<file path="src/hw/flash_front_pkg.sv">
// Package with the constants, opcodes and types of the serial flash command front end.
// Notes on behaviour
// - Program or erase commands are discarded while write protect is low.
// - A discarded protected command returns to idle when chip select rises.
// - Enable-protection and sector-lockdown commands still execute under write protect.
// - Reset pin low aborts the operation and returns the command machine to idle.
// - The device stays in reset while the reset pin is low.
// - Power-on reset initialises the machine without pin sequencing.
// - Instruction starts at chip select fall, then 8-bit opcode, then address.
// - Opcode, address and data travel most significant bit first.
// - Address is three bytes of dummy bits plus real address bits.
// - 528-byte pages use a 10-bit buffer byte address.
// - 528-byte pages use 12-bit page plus 10-bit byte offset.
// - 512-byte pages use a nine-bit buffer byte address.
// - 512-byte pages use a linear 21-bit address, page in upper 12 bits.
// - Legacy read is opcode, three address bytes, four dummies, then data out.
// - Internal address counter advances automatically during continuous read.
// - End of page continues at next page start with no waits.
// - End of array wraps to the first page with no delay.
// - Chip select rising ends the read and floats the serial output.
// - Continuous read bypasses both buffers and leaves them unchanged.
// - Inputs sampled on rising serial clock, outputs launched on falling edge.
// - With chip select high, input is ignored and output floats.
package flash_front_pkg;

   // -----------------------------------------------------------------
   // Opcodes
   // -----------------------------------------------------------------
   localparam logic [7:0] OP_LEGACY_READ = 8'hE8;
   localparam logic [7:0] OP_PROT_ENABLE_PRE = 8'h3D;
   localparam logic [7:0] OP_PAGE_ERASE = 8'h81;
   localparam logic [7:0] OP_BLOCK_ERASE = 8'h50;
   localparam logic [7:0] OP_SECTOR_ERASE = 8'h7C;
   localparam logic [7:0] OP_BUF1_PROGRAM = 8'h83;
   localparam logic [7:0] OP_BUF2_PROGRAM = 8'h86;
   localparam logic [7:0] OP_BYTE_PROGRAM = 8'h02;
   localparam logic [7:0] OP_MEM_PROG_BUF1 = 8'h82;
   localparam logic [7:0] OP_MEM_PROG_BUF2 = 8'h85;

   // -----------------------------------------------------------------
   // Geometry and counts
   // -----------------------------------------------------------------
   localparam int OPCODE_BITS = 8;
   localparam int ADDR_BYTES = 3;
   localparam int DUMMY_BYTES = 4;
   localparam logic [5:0] ADDR_BIT_COUNT = 6'h18;
   localparam logic [5:0] DUMMY_BIT_COUNT = 6'h20;
   localparam logic [3:0] OPCODE_BIT_COUNT = 4'h8;
   localparam logic [11:0] LAST_PAGE = 12'hFFF;
   localparam logic [9:0] LAST_BYTE_STD = 10'h20F;
   localparam logic [9:0] LAST_BYTE_BIN = 10'h1FF;
   localparam int PAGE_BITS = 12;
   localparam int BYTE_BITS_STD = 10;
   localparam int BYTE_BITS_BIN = 9;
   localparam int BUF_DEPTH = 2;

   // -----------------------------------------------------------------
   // Reset values
   // -----------------------------------------------------------------
   localparam logic [7:0] SHIFT_RESET = 8'h00;
   localparam logic [23:0] ADDR_RESET = 24'h000000;

   // Command phases, one-hot.
   typedef enum logic [5:0] {
      PH_IDLE = 6'b000001,
      PH_OPCODE = 6'b000010,
      PH_ADDR = 6'b000100,
      PH_DUMMY = 6'b001000,
      PH_DATA = 6'b010000,
      PH_IGNORE = 6'b100000
   } phase_t;

   // Page selection and byte offset of the read pointer.
   typedef struct packed {
      logic [11:0] page;
      logic [9:0] offset;
   } array_ptr_t;

   // Returns true for program and erase opcodes that write protect gates.
   function automatic logic is_modify_op(input logic [7:0] op);
      return (op == OP_PAGE_ERASE) || (op == OP_BLOCK_ERASE) || (op == OP_SECTOR_ERASE) ||
         (op == OP_BUF1_PROGRAM) || (op == OP_BUF2_PROGRAM) || (op == OP_BYTE_PROGRAM) ||
         (op == OP_MEM_PROG_BUF1) || (op == OP_MEM_PROG_BUF2);
   endfunction

   // Splits a three-byte address into page and offset by page size.
   function automatic array_ptr_t split_addr(input logic [23:0] a, input logic bin_size);
      array_ptr_t p;
      p.page = bin_size ? a[20:9] : a[21:10];
      p.offset = bin_size ? {1'b0, a[8:0]} : a[9:0];
      return p;
   endfunction

endpackage

</file>
<file path="src/hw/byte_stream_if.sv">
// Interface that carries read bytes from the sequencer into the output buffer.
`timescale 1ns/1ps
interface byte_stream_if;
   logic valid;
   logic ready;
   logic [7:0] data;
   modport src (output valid, output data, input ready);
   modport dst (input valid, input data, output ready);
endinterface

</file>
<file path="src/hw/byte_skid_buffer.sv">
// Two-entry buffer between the array fetch and the serial shifter.
`timescale 1ns/1ps
module byte_skid_buffer
   import flash_front_pkg::*;
(
   // Clock and reset
   input wire logic clk_i,
   input wire logic rst_i,
   input wire logic flush_i,
   // Filling side
   byte_stream_if.dst in_s,
   // Draining side
   output logic out_valid_o,
   output logic [7:0] out_data_o,
   input wire logic out_ready_i
);

   typedef struct packed {
      logic [1:0][7:0] mem;
      logic rd;
      logic wr;
      logic [1:0] cnt;
   } buf_t;

   buf_t s_reg;
   buf_t s_next;
   logic push;
   logic pop;

   // Handshakes on both sides; full stalls the filler honestly.
   assign in_s.ready = (s_reg.cnt != 2'h2);
   assign out_valid_o = (s_reg.cnt != 2'h0);
   assign out_data_o = s_reg.mem[s_reg.rd];
   assign push = in_s.valid && in_s.ready;
   assign pop = out_valid_o && out_ready_i;

   // Next state of pointers and storage; a flush empties it at frame end.
   always_comb begin
      s_next = s_reg;
      if (push) begin
         s_next.mem[s_reg.wr] = in_s.data;
         s_next.wr = ~s_reg.wr;
      end
      if (pop) begin
         s_next.rd = ~s_reg.rd;
      end
      s_next.cnt = s_reg.cnt + {1'b0, push} - {1'b0, pop};
      if (flush_i) begin
         s_next.rd = 1'b0;
         s_next.wr = 1'b0;
         s_next.cnt = 2'h0;
      end
   end

   // State register.
   always_ff @(posedge clk_i or posedge rst_i) begin
      if (rst_i) begin
         s_reg <= '0;
      end else begin
         s_reg <= s_next;
      end
   end
endmodule

</file>
<file path="src/hw/flash_cmd_front_end.sv">
// Command front end of a serial flash: framing, decoding, write protect and legacy read.
`timescale 1ns/1ps
module flash_cmd_front_end
   import flash_front_pkg::*;
(
   // System clock and reset
   input wire logic MCLK_I,
   input wire logic RST_I,
   // Serial link pins
   input wire logic CS_N_I,
   input wire logic SCK_I,
   input wire logic SI_I,
   output logic SO_O,
   output logic SO_OE_O,
   // Control pins
   input wire logic WP_N_I,
   input wire logic RESET_N_I,
   input wire logic PAGE_BIN_I,
   // Array read port
   output logic [11:0] ARR_PAGE_O,
   output logic [9:0] ARR_OFFSET_O,
   output logic ARR_REQ_O,
   input wire logic [7:0] ARR_DATA_I,
   // Command results
   output logic [7:0] CMD_OP_O,
   output logic [23:0] CMD_ADDR_O,
   output logic CMD_START_O,
   output logic CMD_BLOCKED_O
);

   // ----------------------------------------------------------------
   // Pin synchronisers
   // ----------------------------------------------------------------
   typedef struct packed {
      logic [5:0] s1;
      logic [5:0] s2;
      logic sck_d;
   } sync_t;

   sync_t y_reg;
   sync_t y_next;
   logic cs_n;
   logic sck;
   logic si;
   logic wp_n;
   logic rst_pin_n;
   logic page_bin;
   logic sck_rise;
   logic sck_fall;

   // Two flops per pin; the second stage is looked at, plus a third flop on the serial clock for edge detection.
   always_comb begin
      // The page-size pin is a pin like the others, so it is synchronised too.
      y_next.s1 = {CS_N_I, SCK_I, SI_I, WP_N_I, RESET_N_I, PAGE_BIN_I};
      y_next.s2 = y_reg.s1;
      y_next.sck_d = y_reg.s2[4];
   end

   // Synchroniser register; chip select and pin reset rest inactive.
   always_ff @(posedge MCLK_I or posedge RST_I) begin
      if (RST_I) begin
         y_reg <= 13'h134C;
      end else begin
         y_reg <= y_next;
      end
   end

   assign {cs_n, sck, si, wp_n, rst_pin_n, page_bin} = y_reg.s2;
   // Rising edge samples input and falling edge launches output.
   assign sck_rise = sck && !y_reg.sck_d;
   assign sck_fall = !sck && y_reg.sck_d;

   // ----------------------------------------------------------------
   // Command state
   // ----------------------------------------------------------------
   typedef struct packed {
      phase_t ph;
      logic [7:0] sh;
      logic [5:0] cnt;
      logic [7:0] op;
      logic [23:0] addr;
      array_ptr_t ptr;
      logic req;
      logic [7:0] obyte;
      logic [2:0] obit;
      logic ohave;
      logic so;
      logic oe;
      logic start;
      logic blocked;
   } cmd_t;

   cmd_t c_reg;
   cmd_t c_next;
   logic in_ready;
   logic out_valid;
   logic [7:0] out_data;
   logic out_ready;
   logic flush;

   byte_stream_if fetch_s ();

   // The buffer holds fetched bytes so a late shifter loses none.
   byte_skid_buffer u_buf (
      .clk_i(MCLK_I),
      .rst_i(RST_I),
      .flush_i(flush),
      .in_s(fetch_s.dst),
      .out_valid_o(out_valid),
      .out_data_o(out_data),
      .out_ready_i(out_ready)
   );

   assign in_ready = fetch_s.ready;
   assign fetch_s.valid = c_reg.req;
   assign fetch_s.data = ARR_DATA_I;
   assign flush = (c_reg.ph != PH_DATA);
   assign out_ready = (c_reg.ph == PH_DATA) && !c_reg.ohave;

   // Advances a pointer to the next byte, across pages and the array end.
   function automatic array_ptr_t next_ptr(input array_ptr_t p, input logic bin);
      array_ptr_t n;
      logic [9:0] last;
      last = bin ? LAST_BYTE_BIN : LAST_BYTE_STD;
      n = p;
      if (p.offset == last) begin
         n.offset = 10'h000;
         n.page = (p.page == LAST_PAGE) ? 12'h000 : p.page + 12'h001;
      end else begin
         n.offset = p.offset + 10'h001;
      end
      return n;
   endfunction

   // Command sequencing; the pin reset overrides everything while low.
   always_comb begin
      c_next = c_reg;
      c_next.start = 1'b0;
      c_next.req = c_reg.req && !in_ready;
      if (!rst_pin_n) begin
         c_next = '0;
         c_next.ph = PH_IDLE;
      end else if (cs_n) begin
         c_next.ph = PH_IDLE;
         c_next.oe = 1'b0;
         c_next.so = 1'b0;
         c_next.ohave = 1'b0;
         c_next.req = 1'b0;
      end else begin
         case (c_reg.ph)
            PH_IDLE: begin
               // Falling chip select opens a fresh frame.
               c_next.ph = PH_OPCODE;
               c_next.cnt = 6'h00;
               c_next.blocked = 1'b0;
            end
            PH_OPCODE: begin
               if (sck_rise) begin
                  c_next.sh = {c_reg.sh[6:0], si};
                  c_next.cnt = c_reg.cnt + 6'h01;
                  if (c_reg.cnt[3:0] == OPCODE_BIT_COUNT - 4'h1) begin
                     c_next.op = {c_reg.sh[6:0], si};
                     c_next.cnt = 6'h00;
                     // Protected modify commands are swallowed.
                     if (!wp_n && is_modify_op({c_reg.sh[6:0], si})) begin
                        c_next.ph = PH_IGNORE;
                        c_next.blocked = 1'b1;
                     end else begin
                        c_next.ph = PH_ADDR;
                     end
                  end
               end
            end
            PH_ADDR: begin
               if (sck_rise) begin
                  c_next.addr = {c_reg.addr[22:0], si};
                  c_next.cnt = c_reg.cnt + 6'h01;
                  if (c_reg.cnt == ADDR_BIT_COUNT - 6'h01) begin
                     c_next.cnt = 6'h00;
                     c_next.start = 1'b1;
                     // Page size picks the split of the address.
                     c_next.ptr = split_addr({c_reg.addr[22:0], si}, page_bin);
                     c_next.ph = (c_reg.op == OP_LEGACY_READ) ? PH_DUMMY : PH_IGNORE;
                  end
               end
            end
            PH_DUMMY: begin
               if (sck_rise) begin
                  c_next.cnt = c_reg.cnt + 6'h01;
                  if (c_reg.cnt == DUMMY_BIT_COUNT - 6'h01) begin
                     c_next.ph = PH_DATA;
                     c_next.req = 1'b1;
                  end
               end
            end
            PH_DATA: begin
               // Fetch from the array through the skid buffer only; no other buffer is touched.
               if (c_reg.req && in_ready) begin
                  c_next.ptr = next_ptr(c_reg.ptr, page_bin);
               end
               if (!c_reg.req && in_ready) begin
                  c_next.req = 1'b1;
               end
               if (out_valid && !c_reg.ohave) begin
                  c_next.obyte = out_data;
                  c_next.ohave = 1'b1;
                  c_next.obit = 3'h7;
               end
               if (sck_fall && c_reg.ohave) begin
                  c_next.so = c_reg.obyte[c_reg.obit];
                  c_next.oe = 1'b1;
                  c_next.obit = c_reg.obit - 3'h1;
                  if (c_reg.obit == 3'h0) begin
                     c_next.ohave = 1'b0;
                  end
               end
            end
            PH_IGNORE: begin
               c_next.ph = PH_IGNORE;
            end
            default: begin
               c_next.ph = PH_IDLE;
            end
         endcase
      end
   end

   // Command register; the system reset doubles as power-on reset.
   always_ff @(posedge MCLK_I or posedge RST_I) begin
      if (RST_I) begin
         c_reg <= '0;
         c_reg.ph <= PH_IDLE;
      end else begin
         c_reg <= c_next;
      end
   end

   // Outputs straight from flops.
   assign SO_O = c_reg.so;
   assign SO_OE_O = c_reg.oe;
   assign ARR_PAGE_O = c_reg.ptr.page;
   assign ARR_OFFSET_O = c_reg.ptr.offset;
   assign ARR_REQ_O = c_reg.req;
   assign CMD_OP_O = c_reg.op;
   assign CMD_ADDR_O = c_reg.addr;
   assign CMD_START_O = c_reg.start;
   assign CMD_BLOCKED_O = c_reg.blocked;
endmodule

</file>
<file path="config.mk">
export PLATFORM = sky130hd
export DESIGN_NAME = flash_cmd_front_end
export DESIGN_NICKNAME = d
export VERILOG_FILES = /design/src/hw/flash_front_pkg.sv /design/src/hw/byte_stream_if.sv /design/src/hw/byte_skid_buffer.sv /design/src/hw/flash_cmd_front_end.sv
export SDC_FILE = /design/constraint.sdc
export NUM_CORES = 1
export LEC_CHECK = 0
export ABC_CLOCK_PERIOD_IN_PS = 6900
export BUFFER_PORTS_ARGS = -buffer_cell sky130_fd_sc_hd__buf_2
export CORE_ASPECT_RATIO = 2
export CORE_MARGIN = 8
export CORE_UTILIZATION = 50
export CTS_CLUSTER_SIZE = 30
export DETAILED_ROUTE_END_ITERATION = 16
export GPL_ROUTABILITY_DRIVEN = 0
export HOLD_SLACK_MARGIN = 0.03
export MAX_ROUTING_LAYER = met4
export PLACE_DENSITY = 0.7
export SYNTH_ARGS = -nofsm -noshare
export SYNTH_HDL_FRONTEND = slang
export SYNTH_SLANG_ARGS = --single-unit
</file>
<file path="constraint.sdc">
create_clock -name MCLK_I -period 6.9 [get_ports MCLK_I]
set_clock_uncertainty 0.2 [all_clocks]
set_input_delay 0.69 -clock MCLK_I [delete_from_list [all_inputs] [get_ports MCLK_I]]
set_output_delay 0.69 -clock MCLK_I [all_outputs]
set_load 0.05 [all_outputs]
</file>
# Word level (Yosys, flattened, before mapping)
# Cells that the tools add are included.
# word_totals
ff_bits,123
output_inout_bits,59
inputBits,16
# classes
n_reduce_logical,39
mux,59
addsub,6
n_lt_le_gt_ge,4
n_eq_ne,50
bitwise,2
# op_table
operator,count
$mux W91,1
$mux W6,12
$mux W68,1
$eq A8 B8 Y1 const B,6
$mux W12,4
$mux W46,1
$mux W22,2
$pmux W22 S2,1
$mux W8,5
$pmux W6 S6,1
$mux W10,3
$mux W14,2
$mux W28,1
$mux W24,1
$ne A4 B4 Y1 const B,6
$pmux W6 S4,1
$ne A3 B3 Y1 const B,7
$eq A6 B5 Y1 const B,3
$bwmux W16,1
$eq A8 B7 Y1 const B,2
$ne A3 B1 Y1 const B,5
$reduce_and A5 Y1,3
$mux W1,14
$add A12 B1 Y12 const B,1
40 further kinds,76

# Depth between registers and ports, before layout
# depth
ltp_word,15
depth_mapped,11
depth_no_buf,9

# Modules after synthesis
# A second synthesis with hierarchy kept.
# hier_totals
hier_cells,676
area_unflattened_um2,6677.7
# by_module_without_submodules
module,area_each_um2,cells_each,instances,seq_area_each_um2
flash_cmd_front_end,5715.5,611,1,2586.2
byte_skid_buffer,962.2,65,1,500.5

# Worst setup path before layout
# OpenSTA, ideal clock, no wires.
# synth_timing
path_type,flip-flop to flip-flop
startpoint,"register c_reg, in the netlist ARR_REQ_O"
endpoint,"register c_reg, in the netlist ARR_PAGE_O[0]"
path_buffers,0
slack_ps,4441
t_arrival_ps,2134
required_ps,6575
period_less_slack_ps,2459
path_stages_with_launch,6
path_cell_list,dfrtp_1 ha_1 nand4_1 a21o_1 a211oi_4 mux2_4
# synth_between
elab_chain_cells,3
# synth_rtl
element,line_no,text
from (decl),flash_cmd_front_end.sv:93,cmd_t c_reg;
from (signal assigned),flash_cmd_front_end.sv:234,c_reg <= c_next;
$logic_and A1 B1 Y1,flash_cmd_front_end.sv:198,if (c_reg.req && in_ready) begin
$ne A3 B2 Y1 (no line),--,
$reduce_and A6 Y1 (no line),--,
# Every way passes these cells.
# A chain may end at the register's enable or synchronous reset.

# Final worst setup path
# layout_timing
startpoint,"register y_reg, in the netlist rst_pin_n"
endpoint,"register c_reg, in the netlist ARR_PAGE_O[1]"
# layout_between
elab_chain_cells,2
# layout_rtl
element,line_no,text
from (decl),flash_cmd_front_end.sv:40,sync_t y_reg;
from (signal assigned),flash_cmd_front_end.sv:64,y_reg <= y_next;
$ne A3 B3 Y1 (no line) (tied with other cells),--,
$reduce_and A6 Y1 (no line),--,
# Several ways; a longest one is shown, not always the timed one.

==> out/metrics.cfg <==
[setup_path]
critPathRequiredTime_ps = 7000
cp_max_fo = 42
start_kind = flip-flop
arrival_ps = 3400
crit_type = reg2reg
end_kind = flip-flop

[timing]
fin_ws_ps = 3600
max-slew-margin-rel_pct = 45.9
period_minus_slack_ps = 3300
hold_viol = 0
maxSlewViolCount = 0
worst_slew_pin_slew_ps = 811
fmaxAchievable_mhz = 303
rsz0062_at_grt = false
fin_setup_tns_ps = 0
fin_crit_sh_pct = 47.8
setup_viol = 0
whs_ps = 146

[floorplan]
core_um2 = 13400
die_h_um = 180
ios = 75
dieArea_um2 = 17700
die_x_um = 98.2
rows = 60
initial_core_util_pct = 50.6

[yosys]
synth.distinct_cells = 76
syn_avg_cell_area_um2 = 9.87
syn_area_um2 = 6760
synthCells = 685
synth_edf_count = 0
synth_warnings = 0
synth_fp_nets = 710
ys.flop_type = dfrtp_1
ys_async_sr_fraction_pct = 100
ys_ff_latch = 123
yosysSeqAreaShare_pct = 45.7

[cts]
root_buffer = clkbuf_16
postCtsSetupBuffers = 0
cts_buffers = 17
cts_hold_buf = 0
htree_levels = 4
cts_tree = yes
clock_sinks = 123
clk_latency_ps = 410
cts.clk_slew.worst_paths_ps = 60
ctsResizeCount = 0
clock_path_buffers = 2

[run]
max_cap_viol_count = 0

[power_and_ir_drop]
p_leak_nw = 3.25
power_density_nw_per_um2 = 221
worst_ir_drop_vdd_mv = 0.195

[global_route]
use_met2_pct = 37.6
use_met3_pct = 3.10
met1_usage_pct = 19.6
globalRouteTotalUtil_pct = 20.6
grt_max_degree = 66
antenna_found_initial = 0
grt_pass1_vias = 5621
busiest_layer = met2
grt_pass1_wl_um = 28400
grt_overflow = 0

[placed_design]
pre_cts_ws_ps = 3670
hpwl_um = 12600
place.port_buffers = 74
post-place-cells = 831

[detailed_routing]
finalWirelength_um = 17500
viasPerCell = 6.19
drc = 0
drt_pass1_iterations = 5
dr_total_vias = 5342
wire_per_inst_um = 20.2
drt-initial-drc-count = 492
postRouteAntennaNets = 0

[finish]
largest_reg_flops = 31
final_nets = 720
layout_common_cells = dfrtp_1 (116), nand2_1 (89), buf_2 (74)
drive_above_1_share_pct = 22.9
syn2layout_area_growth_pct = 8.61
fin_cells = 863
diodes = 0
layout_commonest_cell = dfrtp_1
fillCellCount = 1185

[run_status]
status = completed

[min_path]
hp-class = reg2reg

-- final timing paths --
path / start / endpoint / slack [ps] / cells after the start
min in group asynchronous: RST_I / CMD_OP_O[0] / 210 / 2
max in group asynchronous: RST_I / u_buf.s_reg[10] / 5010 / 3
setup / recovery: rst_pin_n / ARR_PAGE_O[1] / 3600 / 5
hold / removal: y_next[5] / sck / 150 / 0
hold reg to reg: y_next[5] / sck / 150 / 0
setup reg to reg: rst_pin_n / ARR_PAGE_O[1] / 3600 / 5
-- stage by stage --
step / area [µm²] / power, W / utilization [%]
floorplan: 6760 / 0.000799 / -
global placement: 6800 / 0.000816 / 50.9
detailed placement: 6800 / 0.000819 / 50.9
CTS: 7340 / 0.00164 / 54.9
global route: 7340 / 0.00167 / 54.9
finish: 7340 / 0.00163 / 54.9
-- per-layer routing --
layer,routed length (µm),part of all wire [%],up-vias
met4,760,4.4,0
met3,613,3.5,61
li1,-,-,2455
met1,6260,36,2622
met5,0,0,-
met2,9820,56,204
-- cell type report --
class	count	area, µm²	share of cell area, %
Tap cell	155	194	2.64
Sequential cell	123	3090	42.0
Clock buffer	17	425	5.79
Clock inverter	15	118	1.60
Multi-Input combinational cell	451	3020	41.2
Inverter	23	88.8	1.21
Timing Repair Buffer	79	408	5.56
-- Yosys cell counts, types with 4 or more instances --
master	instances	area share (%)
nand3_1	25	1.9
and4_1	4	0.52
o31ai_1	8	0.89
a221oi_1	6	0.78
mux2i_1	17	2.5
dfstp_2	7	2.7
and3_1	8	0.74
nand2b_1	6	0.56
inv_1	22	1.2
ha_1	9	1.7
nor3_1	11	0.81
nand2_1	89	4.9
a21oi_1	38	2.8
a22o_1	20	2.6
o211ai_1	8	0.89
a21o_1	6	0.67
nor2_1	32	1.8
o221ai_1	6	0.78
buf_4	57	6.3
o21ai_0	22	1.6
nor4_1	5	0.46
clkbuf_1	21	1.2
o32ai_1	4	0.52
nand3b_1	6	0.67
o22ai_1	5	0.46
nor2b_1	8	0.74
buf_2	4	0.30
a31oi_1	4	0.37
dfrtp_1	116	43
or2_2	4	0.37
mux2_2	22	3.7
o2bb2ai_1	4	0.52
nand4_1	6	0.56
-- logic make-up after synthesis --
logic type,count (synthesis),share of synthesized area (%)
XOR/XNOR,5,0.648
adder cells (fa/ha/maj),9,1.67
flip-flops,123,45.7
buffers and inverters,111,9.64
multiplexers,43,7.29
AND/OR/NAND/NOR,230,17.4
AO/OA/AOI/OAI,164,17.7
-- worst max-delay path: stages (launching register included) --
cell and delay [ps]:
dfstp_2 1060, nor4bb_1 380, nand2_1 340, a21oi_2 650, a211oi_4 180, mux2_4 360
-- power breakdown --
part	switching, W	internal (W)	leakage, nW	total, W
combinational	0.0000407	0.0000198	1.33	0.0000605
sequential	0.0000137	0.000731	1.66	0.000745
clock	0.000356	0.000464	0.258	0.000820
total	0.000410	0.00122	3.25	0.00163
Note: power is estimated with default switching activity, not from simulation.
